## src/shared/gpt_pkg.sv

```systemverilog
// Package of constants for the general purpose timer set
package gpt_pkg;

    // Structure
    localparam int NUM_TIMERS = 5;
    localparam int ADR_W      = 8;
    localparam int DAT_W      = 32;

    // Register index inside one timer's block; the timer number is adr[6:4]
    localparam logic [1:0] REG_CONTROL = 2'h0;
    localparam logic [1:0] REG_COUNT   = 2'h1;
    localparam logic [1:0] REG_PERIOD  = 2'h2;
    localparam logic [1:0] REG_IRQ     = 2'h3;
    localparam logic [2:0] TIMER_LAST  = 3'h4;

    // Control field positions
    localparam int RUN_BIT   = 15;
    localparam int IDLE_BIT  = 13;
    localparam int GATE_BIT  = 6;
    localparam int PS_HI     = 5;
    localparam int PS_LO     = 4;
    localparam int PAIR_BIT  = 3;
    localparam int SYNC_BIT  = 2;
    localparam int SRC_BIT   = 1;

    // Interrupt control field positions
    localparam int IRQ_FLAG_BIT = 0;
    localparam int IRQ_EN_BIT   = 1;
    localparam int IRQ_PRIO_LO  = 2;
    localparam int IRQ_PRIO_HI  = 4;

    // Writable bits; everything else reads as zero
    localparam logic [15:0] CTL_MASK_PRIMARY = 16'ha076;
    localparam logic [15:0] CTL_MASK_LOW     = 16'ha07a;
    localparam logic [15:0] CTL_MASK_HIGH    = 16'ha072;
    localparam logic [15:0] IRQ_MASK         = 16'h001f;

    // Reset values
    localparam logic [15:0] CTL_RESET    = 16'h0000;
    localparam logic [15:0] COUNT_RESET  = 16'h0000;
    localparam logic [15:0] PERIOD_RESET = 16'hffff;
    localparam logic [15:0] IRQ_RESET    = 16'h0000;

    // Prescaler terminal counts for codes 00, 01, 10, 11
    localparam logic [7:0] PS_DIV1_LAST   = 8'h00;
    localparam logic [7:0] PS_DIV8_LAST   = 8'h07;
    localparam logic [7:0] PS_DIV64_LAST  = 8'h3f;
    localparam logic [7:0] PS_DIV256_LAST = 8'hff;

endpackage

```

## src/hdl/gpt_timer_set.sv

```systemverilog
// General purpose timer set: one primary timer and two pairable secondary pairs
//
// Behaviour
// - Primary timer is a 16-bit counter for time base or interval counting.
// - Source bit one counts external pin rising edges; zero counts instruction clock.
// - Primary mode decoded from source, gate and sync bits into four modes.
// - Run bit 15 starts the primary timer; clearing it stops it.
// - Idle-stop bit 13 halts the timer in Idle mode; clear keeps running.
// - Gate enable bit 6 acts only with internal source, ignored otherwise.
// - Prescale field divides input by 1, 8, 64 or 256.
// - Sync bit 2 chooses external synchronization; ignored with internal source.
// - Primary external synchronizer sits after the prescaler.
// - Primary timer can run from the slow crystal, also asynchronously.
// - Unimplemented primary control bits read as zero.
// - Low-word secondary timers always synchronize after their prescaler.
// - High-word secondary timers always synchronize before their prescaler.
// - Secondary timers offer timer, gated and synchronous counter modes only.
// - A low-word secondary timer drives an ADC conversion trigger.
// - Pair select bit 3 of low timer joins two timers into 32 bits.
// - In pair mode only low control governs, except high idle-stop bit.
// - In pair mode interrupts use the high timer's flag, enable, priority.
// - Only timers two/three and four/five pair; lower number is low word.
// - Pair period is high period register over low period register.
`timescale 1ns/1ps
`default_nettype none

module gpt_timer_set (
    // Clock and reset
    input  wire logic        ref_clk,
    input  wire logic        rst,
    // Wishbone slave
    input  wire logic        wb_cyc_i,
    input  wire logic        wb_stb_i,
    input  wire logic        wb_we_i,
    input  wire logic [7:0]  wb_adr_i,
    input  wire logic [3:0]  wb_sel_i,
    input  wire logic [31:0] wb_dat_i,
    output logic      [31:0] wb_dat_o,
    output logic             wb_ack_o,
    // Device state and pins
    input  wire logic        idle_mode,
    input  wire logic        primary_ext_clock_pin,
    input  wire logic [3:0]  secondary_ext_clock_pin,
    // Interrupt requests and ADC trigger
    output logic      [4:0]  irq_req_q,
    output logic      [14:0] irq_prio_q,
    output logic             adc_trigger_q
);

    localparam int N = gpt_pkg::NUM_TIMERS;

    logic [15:0] ctl_q  [N];
    logic [15:0] tmr_q  [N];
    logic [15:0] tmr_d  [N];
    logic [15:0] pr_q   [N];
    logic [15:0] irq_q  [N];
    logic [N-1:0] run;
    logic [N-1:0] tick;
    logic [N-1:0] gate_fall;
    logic [N-1:0] set_flag;
    logic [N-1:0] match_ev;
    logic [N-1:0] pair_low;
    logic [N-1:0] ext_pin;
    logic         acc;
    logic         wr;
    logic         valid;
    logic [2:0]   tsel;
    logic [1:0]   rsel;

    // Byte-lane merge of a 16-bit register, shared by every writable register
    function automatic logic [15:0] merge16(input logic [15:0] old,
                                            input logic [31:0] dat,
                                            input logic [3:0]  sel);
        logic [15:0] r;
        r = old;
        if (sel[0]) begin
            r[7:0] = dat[7:0];
        end
        if (sel[1]) begin
            r[15:8] = dat[15:8];
        end
        return r;
    endfunction

    function automatic logic [7:0] presc_last(input logic [1:0] code);
        logic [7:0] r;
        r = gpt_pkg::PS_DIV1_LAST;
        unique case (code)
            2'h0: r = gpt_pkg::PS_DIV1_LAST;
            2'h1: r = gpt_pkg::PS_DIV8_LAST;
            2'h2: r = gpt_pkg::PS_DIV64_LAST;
            2'h3: r = gpt_pkg::PS_DIV256_LAST;
        endcase
        return r;
    endfunction

    function automatic logic [15:0] ctl_mask(input int idx);
        logic [15:0] r;
        if (idx == 0) begin
            r = gpt_pkg::CTL_MASK_PRIMARY;
        end else if (idx == 1 || idx == 3) begin
            r = gpt_pkg::CTL_MASK_LOW;
        end else begin
            r = gpt_pkg::CTL_MASK_HIGH;
        end
        return r;
    endfunction

    // Register select of one timer, decoded alike for all four register files
    function automatic logic reg_hit(input logic       strobe,
                                     input logic [2:0] tmr,
                                     input logic [1:0] rg,
                                     input int         idx,
                                     input logic [1:0] want);
        return strobe && tmr == 3'(idx) && rg == want;
    endfunction

    assign ext_pin = {secondary_ext_clock_pin, primary_ext_clock_pin};
    // Ack high masks the second cycle, so a held strobe is not taken twice
    assign acc     = wb_cyc_i & wb_stb_i & ~wb_ack_o;
    assign wr      = acc & wb_we_i;
    assign tsel    = wb_adr_i[6:4];
    assign rsel    = wb_adr_i[3:2];
    assign valid   = ~wb_adr_i[7] & (tsel <= gpt_pkg::TIMER_LAST);

    // Only 2/3 and 4/5 pair, steered by the low timer's pair bit
    assign pair_low = {1'b0, ctl_q[3][gpt_pkg::PAIR_BIT], 1'b0,
                       ctl_q[1][gpt_pkg::PAIR_BIT], 1'b0};

    // Run qualification; a paired high word's idle-stop still halts the pair
    always_comb begin
        for (int i = 0; i < N; i++) begin
            run[i] = ctl_q[i][gpt_pkg::RUN_BIT]
                     & ~(idle_mode & ctl_q[i][gpt_pkg::IDLE_BIT]);
        end
        // Indexing by the low word keeps the lookup of the high word's bits in range
        for (int lo = 1; lo < N; lo += 2) begin
            if (pair_low[lo]) begin
                run[lo] = run[lo] & ~(idle_mode & ctl_q[lo+1][gpt_pkg::IDLE_BIT]);
            end
        end
    end

    // Input path of each timer: source select, gating, prescaler, synchronizer
    for (genvar g = 0; g < N; g++) begin : g_path
        localparam bit SYNC_BEFORE = (g == 2) || (g == 4);
        logic       s1_q;
        logic       s2_q;
        logic       s3_q;
        logic       raw_q;
        logic       ps1_q;
        logic       ps2_q;
        logic [7:0] pcnt_q;
        logic       src;
        logic       prev;
        logic       ext;
        logic       gated;
        logic       evt;
        logic       po;
        logic       late_sync;
        logic [7:0] lim;

        always_ff @(posedge ref_clk or posedge rst) begin
            if (rst) begin
                s1_q  <= 1'b0;
                s2_q  <= 1'b0;
                s3_q  <= 1'b0;
                raw_q <= 1'b0;
            end else begin
                s1_q  <= ext_pin[g];
                s2_q  <= s1_q;
                s3_q  <= s2_q;
                raw_q <= ext_pin[g];
            end
        end

        // High-word timers sample the pin through two flops before the prescaler
        assign src   = SYNC_BEFORE ? s2_q : ext_pin[g];
        assign prev  = SYNC_BEFORE ? s3_q : raw_q;
        assign ext   = ctl_q[g][gpt_pkg::SRC_BIT];
        // Gate bit only matters with the internal source
        assign gated = ~ext & ctl_q[g][gpt_pkg::GATE_BIT];
        // Rising edges of the pin, or instruction clocks qualified by the gate
        assign evt   = ext ? (src & ~prev) : (~gated | src);
        assign lim   = presc_last(ctl_q[g][gpt_pkg::PS_HI:gpt_pkg::PS_LO]);
        assign po    = run[g] & evt & (pcnt_q == lim);

        // Cleared while stopped, so a restart always gives a full first division
        always_ff @(posedge ref_clk or posedge rst) begin
            if (rst) begin
                pcnt_q <= 8'h00;
            end else if (!run[g]) begin
                pcnt_q <= 8'h00;
            end else if (evt) begin
                pcnt_q <= (pcnt_q == lim) ? 8'h00 : pcnt_q + 8'h01;
            end
        end

        // Post-prescaler synchronizer; costs two cycles of latency per tick
        always_ff @(posedge ref_clk or posedge rst) begin
            if (rst) begin
                ps1_q <= 1'b0;
                ps2_q <= 1'b0;
            end else begin
                ps1_q <= po;
                ps2_q <= ps1_q;
            end
        end

        // Primary: sync bit chooses; low words always late; high words already early
        if (g == 0) begin : g_pri
            assign late_sync = ext & ctl_q[g][gpt_pkg::SYNC_BIT];
        end else begin : g_sec
            assign late_sync = ext & !SYNC_BEFORE;
        end

        // Async mode takes the prescaled pin edge directly, e.g. the slow crystal
        assign tick[g]      = late_sync ? ps2_q : po;
        assign gate_fall[g] = run[g] & gated & prev & ~src;
    end

    // Next count, period match and flag events
    always_comb begin
        for (int i = 0; i < N; i++) begin
            tmr_d[i]    = tmr_q[i];
            set_flag[i] = 1'b0;
            match_ev[i] = 1'b0;
            if (run[i] & tick[i]) begin
                if (tmr_q[i] == pr_q[i]) begin
                    tmr_d[i]    = 16'h0000;
                    set_flag[i] = 1'b1;
                    match_ev[i] = 1'b1;
                end else begin
                    tmr_d[i] = tmr_q[i] + 16'h0001;
                end
            end
            if (gate_fall[i]) begin
                set_flag[i] = 1'b1;
            end
        end
        for (int lo = 1; lo < N; lo += 2) begin
            if (pair_low[lo]) begin
                tmr_d[lo]      = tmr_q[lo];
                tmr_d[lo+1]    = tmr_q[lo+1];
                // The low word's own 16-bit match must not trigger the converter
                match_ev[lo]   = 1'b0;
                set_flag[lo]   = 1'b0;
                set_flag[lo+1] = gate_fall[lo];
                match_ev[lo+1] = 1'b0;
                if (run[lo] & tick[lo]) begin
                    if ({tmr_q[lo+1], tmr_q[lo]} == {pr_q[lo+1], pr_q[lo]}) begin
                        tmr_d[lo]      = 16'h0000;
                        tmr_d[lo+1]    = 16'h0000;
                        set_flag[lo+1] = 1'b1;
                        match_ev[lo]   = 1'b1;
                    end else begin
                        {tmr_d[lo+1], tmr_d[lo]} = {tmr_q[lo+1], tmr_q[lo]} + 32'h1;
                    end
                end
            end
        end
    end

    // Control registers
    always_ff @(posedge ref_clk or posedge rst) begin
        if (rst) begin
            for (int i = 0; i < N; i++) begin
                ctl_q[i] <= gpt_pkg::CTL_RESET;
            end
        end else begin
            for (int i = 0; i < N; i++) begin
                if (reg_hit(wr & valid, tsel, rsel, i, gpt_pkg::REG_CONTROL)) begin
                    ctl_q[i] <= merge16(ctl_q[i], wb_dat_i, wb_sel_i) & ctl_mask(i);
                end
            end
        end
    end

    // Counters; a software write wins over counting in the same cycle
    // A write to one half of a pair lands in that half only; the carry resumes next tick
    always_ff @(posedge ref_clk or posedge rst) begin
        if (rst) begin
            for (int i = 0; i < N; i++) begin
                tmr_q[i] <= gpt_pkg::COUNT_RESET;
            end
        end else begin
            for (int i = 0; i < N; i++) begin
                if (reg_hit(wr & valid, tsel, rsel, i, gpt_pkg::REG_COUNT)) begin
                    tmr_q[i] <= merge16(tmr_q[i], wb_dat_i, wb_sel_i);
                end else begin
                    tmr_q[i] <= tmr_d[i];
                end
            end
        end
    end

    // Period registers
    always_ff @(posedge ref_clk or posedge rst) begin
        if (rst) begin
            for (int i = 0; i < N; i++) begin
                pr_q[i] <= gpt_pkg::PERIOD_RESET;
            end
        end else begin
            for (int i = 0; i < N; i++) begin
                if (reg_hit(wr & valid, tsel, rsel, i, gpt_pkg::REG_PERIOD)) begin
                    pr_q[i] <= merge16(pr_q[i], wb_dat_i, wb_sel_i);
                end
            end
        end
    end

    // Interrupt control: flag is write-one-to-clear, and a new event beats the clear
    always_ff @(posedge ref_clk or posedge rst) begin
        if (rst) begin
            for (int i = 0; i < N; i++) begin
                irq_q[i] <= gpt_pkg::IRQ_RESET;
            end
        end else begin
            for (int i = 0; i < N; i++) begin
                if (reg_hit(wr & valid, tsel, rsel, i, gpt_pkg::REG_IRQ)) begin
                    irq_q[i] <= merge16(irq_q[i], wb_dat_i, wb_sel_i) & gpt_pkg::IRQ_MASK;
                    irq_q[i][gpt_pkg::IRQ_FLAG_BIT] <= set_flag[i]
                        | (irq_q[i][gpt_pkg::IRQ_FLAG_BIT]
                           & ~(wb_sel_i[0] & wb_dat_i[gpt_pkg::IRQ_FLAG_BIT]));
                end else if (set_flag[i]) begin
                    irq_q[i][gpt_pkg::IRQ_FLAG_BIT] <= 1'b1;
                end
            end
        end
    end

    // Request and trigger outputs; a paired low word never requests
    always_ff @(posedge ref_clk or posedge rst) begin
        if (rst) begin
            irq_req_q     <= 5'h00;
            irq_prio_q    <= 15'h0000;
            adc_trigger_q <= 1'b0;
        end else begin
            for (int i = 0; i < N; i++) begin
                irq_req_q[i] <= irq_q[i][gpt_pkg::IRQ_FLAG_BIT]
                                & irq_q[i][gpt_pkg::IRQ_EN_BIT] & ~pair_low[i];
                irq_prio_q[3*i +: 3] <= irq_q[i][gpt_pkg::IRQ_PRIO_HI:gpt_pkg::IRQ_PRIO_LO];
            end
            // Only the first low word is wired to the converter
            adc_trigger_q <= match_ev[1];
        end
    end

    // Bus answer: one wait state, unmapped addresses read zero and ignore writes
    // Data is zero outside a valid read, so several slaves can share an OR bus
    always_ff @(posedge ref_clk or posedge rst) begin
        if (rst) begin
            wb_ack_o <= 1'b0;
            wb_dat_o <= 32'h00000000;
        end else begin
            wb_ack_o <= acc;
            wb_dat_o <= 32'h00000000;
            if (acc && !wb_we_i && valid) begin
                unique case (rsel)
                    gpt_pkg::REG_CONTROL: wb_dat_o <= {16'h0000, ctl_q[tsel]};
                    gpt_pkg::REG_COUNT:   wb_dat_o <= {16'h0000, tmr_q[tsel]};
                    gpt_pkg::REG_PERIOD:  wb_dat_o <= {16'h0000, pr_q[tsel]};
                    gpt_pkg::REG_IRQ:     wb_dat_o <= {16'h0000, irq_q[tsel]};
                endcase
            end
        end
    end

endmodule

`default_nettype wire

```

## config.mk

```make
export PLATFORM = sky130hd
export DESIGN_NAME = gpt_timer_set
export DESIGN_NICKNAME = d
export VERILOG_FILES = /design/src/shared/gpt_pkg.sv /design/src/hdl/gpt_timer_set.sv
export SDC_FILE = /design/constraint.sdc
export NUM_CORES = 1
export LEC_CHECK = 0
export BUFFER_PORTS_ARGS = -buffer_cell sky130_fd_sc_hd__buf_4
export CAP_MARGIN = 40
export CORE_MARGIN = 1.5
export CORE_UTILIZATION = 55
export CTS_CLUSTER_SIZE = 24
export DETAILED_ROUTE_END_ITERATION = 8
export HOLD_SLACK_MARGIN = 0.05
export PLACE_DENSITY = 0.72
export SKIP_CTS_REPAIR_TIMING = 1
export SYNTH_ARGS = -nofsm -noshare
export SYNTH_HDL_FRONTEND = slang
export SYNTH_SLANG_ARGS = --single-unit
```

## constraint.sdc

```tcl
create_clock -name ref_clk -period 17.89 [get_ports ref_clk]
set_input_delay 0 -clock ref_clk [delete_from_list [all_inputs] [get_ports ref_clk]]
set_output_delay 0 -clock ref_clk [all_outputs]
set_load 0.02 [all_outputs]
```

==> impl_metrics.env <==
export IMPL_finalSetupViolations=0
export IMPL_tightest_slew_ns=0.9662
export IMPL_async_flop_share=1.000
export IMPL_grt_pass1_vias=14480
export IMPL_period_minus_slack_ns=3.484
export IMPL_antenna_found_initial=0
export IMPL_wl_met1_um=22140
export IMPL_hold_class="primary input to register"
export IMPL_p_switching_mw=0.4612
export IMPL_yosysSeqAreaShare=0.4382
export IMPL_pre_cts_ws_ns=14.57
export IMPL_reg2reg_from="tmr_q[48]"
export IMPL_synth_top_area_cell="dfrtp_1"
export IMPL_synth_commonest_cells="231 x dfrtp_1, 173 x nand2_1, 155 x o21ai_0"
export IMPL_p_sw_frac=0.2723
export IMPL_ys_top_cells_by_area="dfrtp_1 32%, dfstp_2 12%, mux2_2 7.9%, mux4_2 5.4%, o21ai_0 4.3%"
export IMPL_critPathTopFamily="compound AO/OA/AOI/OAI gates"
export IMPL_grt_overflow=0
export IMPL_port_buffer_count=72
export IMPL_hpwl_um=38430
export IMPL_initial_core_util=0.5557
export IMPL_critPathKind="register to register"
export IMPL_clkPwrFrac=0.432
export IMPL_p_leak_nw=8.636
export IMPL_synth_warnings=0
export IMPL_gp_congestion=0.9395
export IMPL_hold_end="tmr_q[49]"
export IMPL_min_from="wb_sel_i[0]"
export IMPL_min_path_cells=4
export IMPL_startpoint_type="register"
export IMPL_post_place_cells=2235
export IMPL_max_freq_mhz=287.0
export IMPL_combPwrFrac=0.116
export IMPL_drive_above_1_share=0.2212
export IMPL_p_int_mw=1.232
export IMPL_maxCapViolCount=0
export IMPL_seqPwrFrac=0.452
export IMPL_wirelength_um=54150
export IMPL_grt_max_degree=162
export IMPL_synth_ff_type="dfrtp_1"
export IMPL_setup_ws_ns=14.41
export IMPL_top_layer="met4"
export IMPL_drt_first_pass_iters=8
export IMPL_tns_ns=0
export IMPL_cts_sinks=311
export IMPL_insertion_delay_ns=0.52
export IMPL_r2r_end="tmr_q[34]"
export IMPL_outcome="complete, no violations"
export IMPL_crit_path_end_kind="register"
export IMPL_met2_length_um=24910
export IMPL_hold_viol_final=0
export IMPL_ant_nets=0
export IMPL_cts_root_buf="clkbuf_16"
export IMPL_ys_types=87
export IMPL_clk_transition_reported_paths_ns=0.06
export IMPL_crit_fanout=9
export IMPL_h_tree_depth=2
export IMPL_drv_slew=0
export IMPL_postSynthCellCount=1813
export IMPL_row_count=66
export IMPL_crit_buf_inv=0
export IMPL_dieArea_sq_um=33800
export IMPL_grt_pass1_wl_um=83480
export IMPL_via_count=15550
export IMPL_synthesis_area_sq_um=17990
export IMPL_critPathMaxStageDelay_ns=0.79
export IMPL_path_cells="xnor2_1 -> nand4_1 -> nor4_2 -> a21oi_1 -> o21ai_0 -> o21ai_0 -> a22o_1"
export IMPL_num_io_pins=109
export IMPL_synth_avg_cell_area_sq_um=9.923
export IMPL_synth_edf_count=0
export IMPL_wl_met3_um=5500
export IMPL_die_w_um=183.9
export IMPL_path_common_cell="o21ai_0"
export IMPL_chipHeight_um=183.9
export IMPL_synth_seq_cells=311
export IMPL_drt_iter0_drc=1553
export IMPL_diodes=0
export IMPL_r2r_cells=7
export IMPL_numCtsBuffers=36
export IMPL_grtUsageTotal=0.3207
export IMPL_viasPerCell=6.669
export IMPL_peakVddDrop_v=0.00005951
export IMPL_rsz0062_at_grt="false"
export IMPL_syn_to_final_growth_pct=12.55
export IMPL_finalPower_mw=1.694
export IMPL_crit_required_ns=18.30
export IMPL_finalCritPeriodShare=0.1947
export IMPL_p_per_area_nw_per_um2=83.65
export IMPL_slew_headroom=0.3559
export IMPL_synth_most_common_cell="dfrtp_1"
export IMPL_layout_cells_non_filler=2332
export IMPL_fin_skew_ns=0.02076
export IMPL_arrival_ns=3.89
export IMPL_fin_nets=1927
export IMPL_finalCoreUtilization=0.6255
export IMPL_ff2ff_setup_slack_ns=14.41
export IMPL_cts_max_path_buffers=3
export IMPL_yosys_area_top_type_share=0.3213
export IMPL_cts_tree="done"
export IMPL_critPathSlowestCell="nor4_2"
export IMPL_core_sq_um=32370
export IMPL_wl_per_cell_um=23.22
export IMPL_drc=0
==> state kept, by name (all words and copies together), names as in the netlist <==
signal,count
pr_q,80
tmr_q,80
g_path.pcnt_q,40
ctl_q,33
irq_q,25
wb_dat_o,16
irq_prio_q,15
g_path.prev,5
irq_req_q,5
g_path.ps1_q,3
g_path.ps2_q,3
g_path.s1_q,2
g_path.s2_q,2
adc_trigger_q,1
wb_ack_o,1
==> through the flow <==
step / area, sq um / hold WS (ns)
floorplan: 18050 / 0.03143
global placement: 18690 / 0.1105
detailed placement: 18780 / -0.03822
global route: 20250 / 0.05853
CTS: 19940 / -0.5815
finish: 20250 / 0.07451
==> metal layers <==
metal / up-vias / track usage
met1: 7755 / 0.4540
met2: 884 / 0.5050
met3: 116 / 0.05289
met4: 0 / 0.1013
met5: - / 0
li1: 6798 / -
==> final cells by class <==
cell class | count | area (sq um)
clock inverter | 7 | 71.32
multi-input combinational | 1352 | 9463
timing repair buffer | 120 | 1028
fill | 2656 | 12120
sequential | 311 | 7883
inverter | 41 | 161.4
clock buffer | 59 | 1089
tap | 442 | 553.0
==> worst max-delay path by stage <==
| stage | slack (ns) | from | endpoint | cells after the start |
|---|---|---|---|---|
| 2_1_floorplan | 9.42 | rst | adc_trigger_q | 1 |
| 3_3_place_gp | 14.56 | tmr_q[48] | tmr_q[34] | 7 |
| 3_5_place_dp | 14.57 | wb_adr_i[4] | tmr_q[11] | 9 |
| 4_1_cts | 14.55 | tmr_q[48] | tmr_q[34] | 7 |
| 5_1_grt | 14.32 | tmr_q[48] | tmr_q[34] | 7 |
| 6_report | 14.41 | tmr_q[48] | tmr_q[34] | 7 |
==> power by group through the flow <==
stage	sequential, mW	clock, mW	combinational, mW
after floorplan	0.756	0	0.137
after detailed placement	0.775	0	0.186
final	0.765	0.732	0.196
after global placement	0.773	0	0.179
after CTS	0.763	0.737	0.188
after global routing	0.768	0.769	0.211
==> tightest hold or removal path, cell delays in order <==
cell and delay [ns]:
buf_4 0.18, nand2_1 0.11, o31ai_2 0.16, a31oi_1 0.10
==> kinds of logic (layout without fill, tap and decap cells) <==
logic type / count (synthesis) / count (layout) / share of synthesized area
compound gates: 472 / 472 / 0.1727
xor+xnor: 89 / 89 / 0.04333
fa+ha+maj: 10 / 10 / 0.006955
buf+inv: 165 / 227 / 0.03957
flops: 311 / 311 / 0.4382
mux: 171 / 171 / 0.1339
other cells: 1 / 16 / 0.0002085
simple gates: 594 / 594 / 0.1652
==> cell usage in the layout (no fill, tap or decap), types with 10 or more instances in the layout <==
cell / Yosys / final
inv_1: 39 / 38
o22ai_1: 15 / 15
clkbuf_16: 0 / 37
dfrtp_1: 231 / 231
conb_1: 1 / 16
a22oi_1: 23 / 23
dfstp_2: 80 / 80
a21oi_1: 77 / 77
nand4_1: 28 / 28
a22o_1: 16 / 16
buf_4: 17 / 85
mux4_2: 43 / 43
nor4_1: 34 / 33
ha_1: 10 / 10
nand2_1: 173 / 173
o21ai_0: 155 / 154
dlygate4sd3_1: 0 / 31
xor2_1: 65 / 65
a221oi_1: 15 / 15
a31oi_1: 21 / 21
o31ai_1: 24 / 24
nor3_1: 33 / 33
xnor2_1: 24 / 24
mux2_2: 127 / 127
nand3_1: 60 / 60
and2_1: 18 / 18
and3_1: 30 / 30
nand2b_1: 14 / 14
nor2_1: 119 / 119
nor2b_1: 20 / 20
a21o_1: 10 / 10
clkbuf_1: 77 / 14
Power figures use the tool's default switching activity.
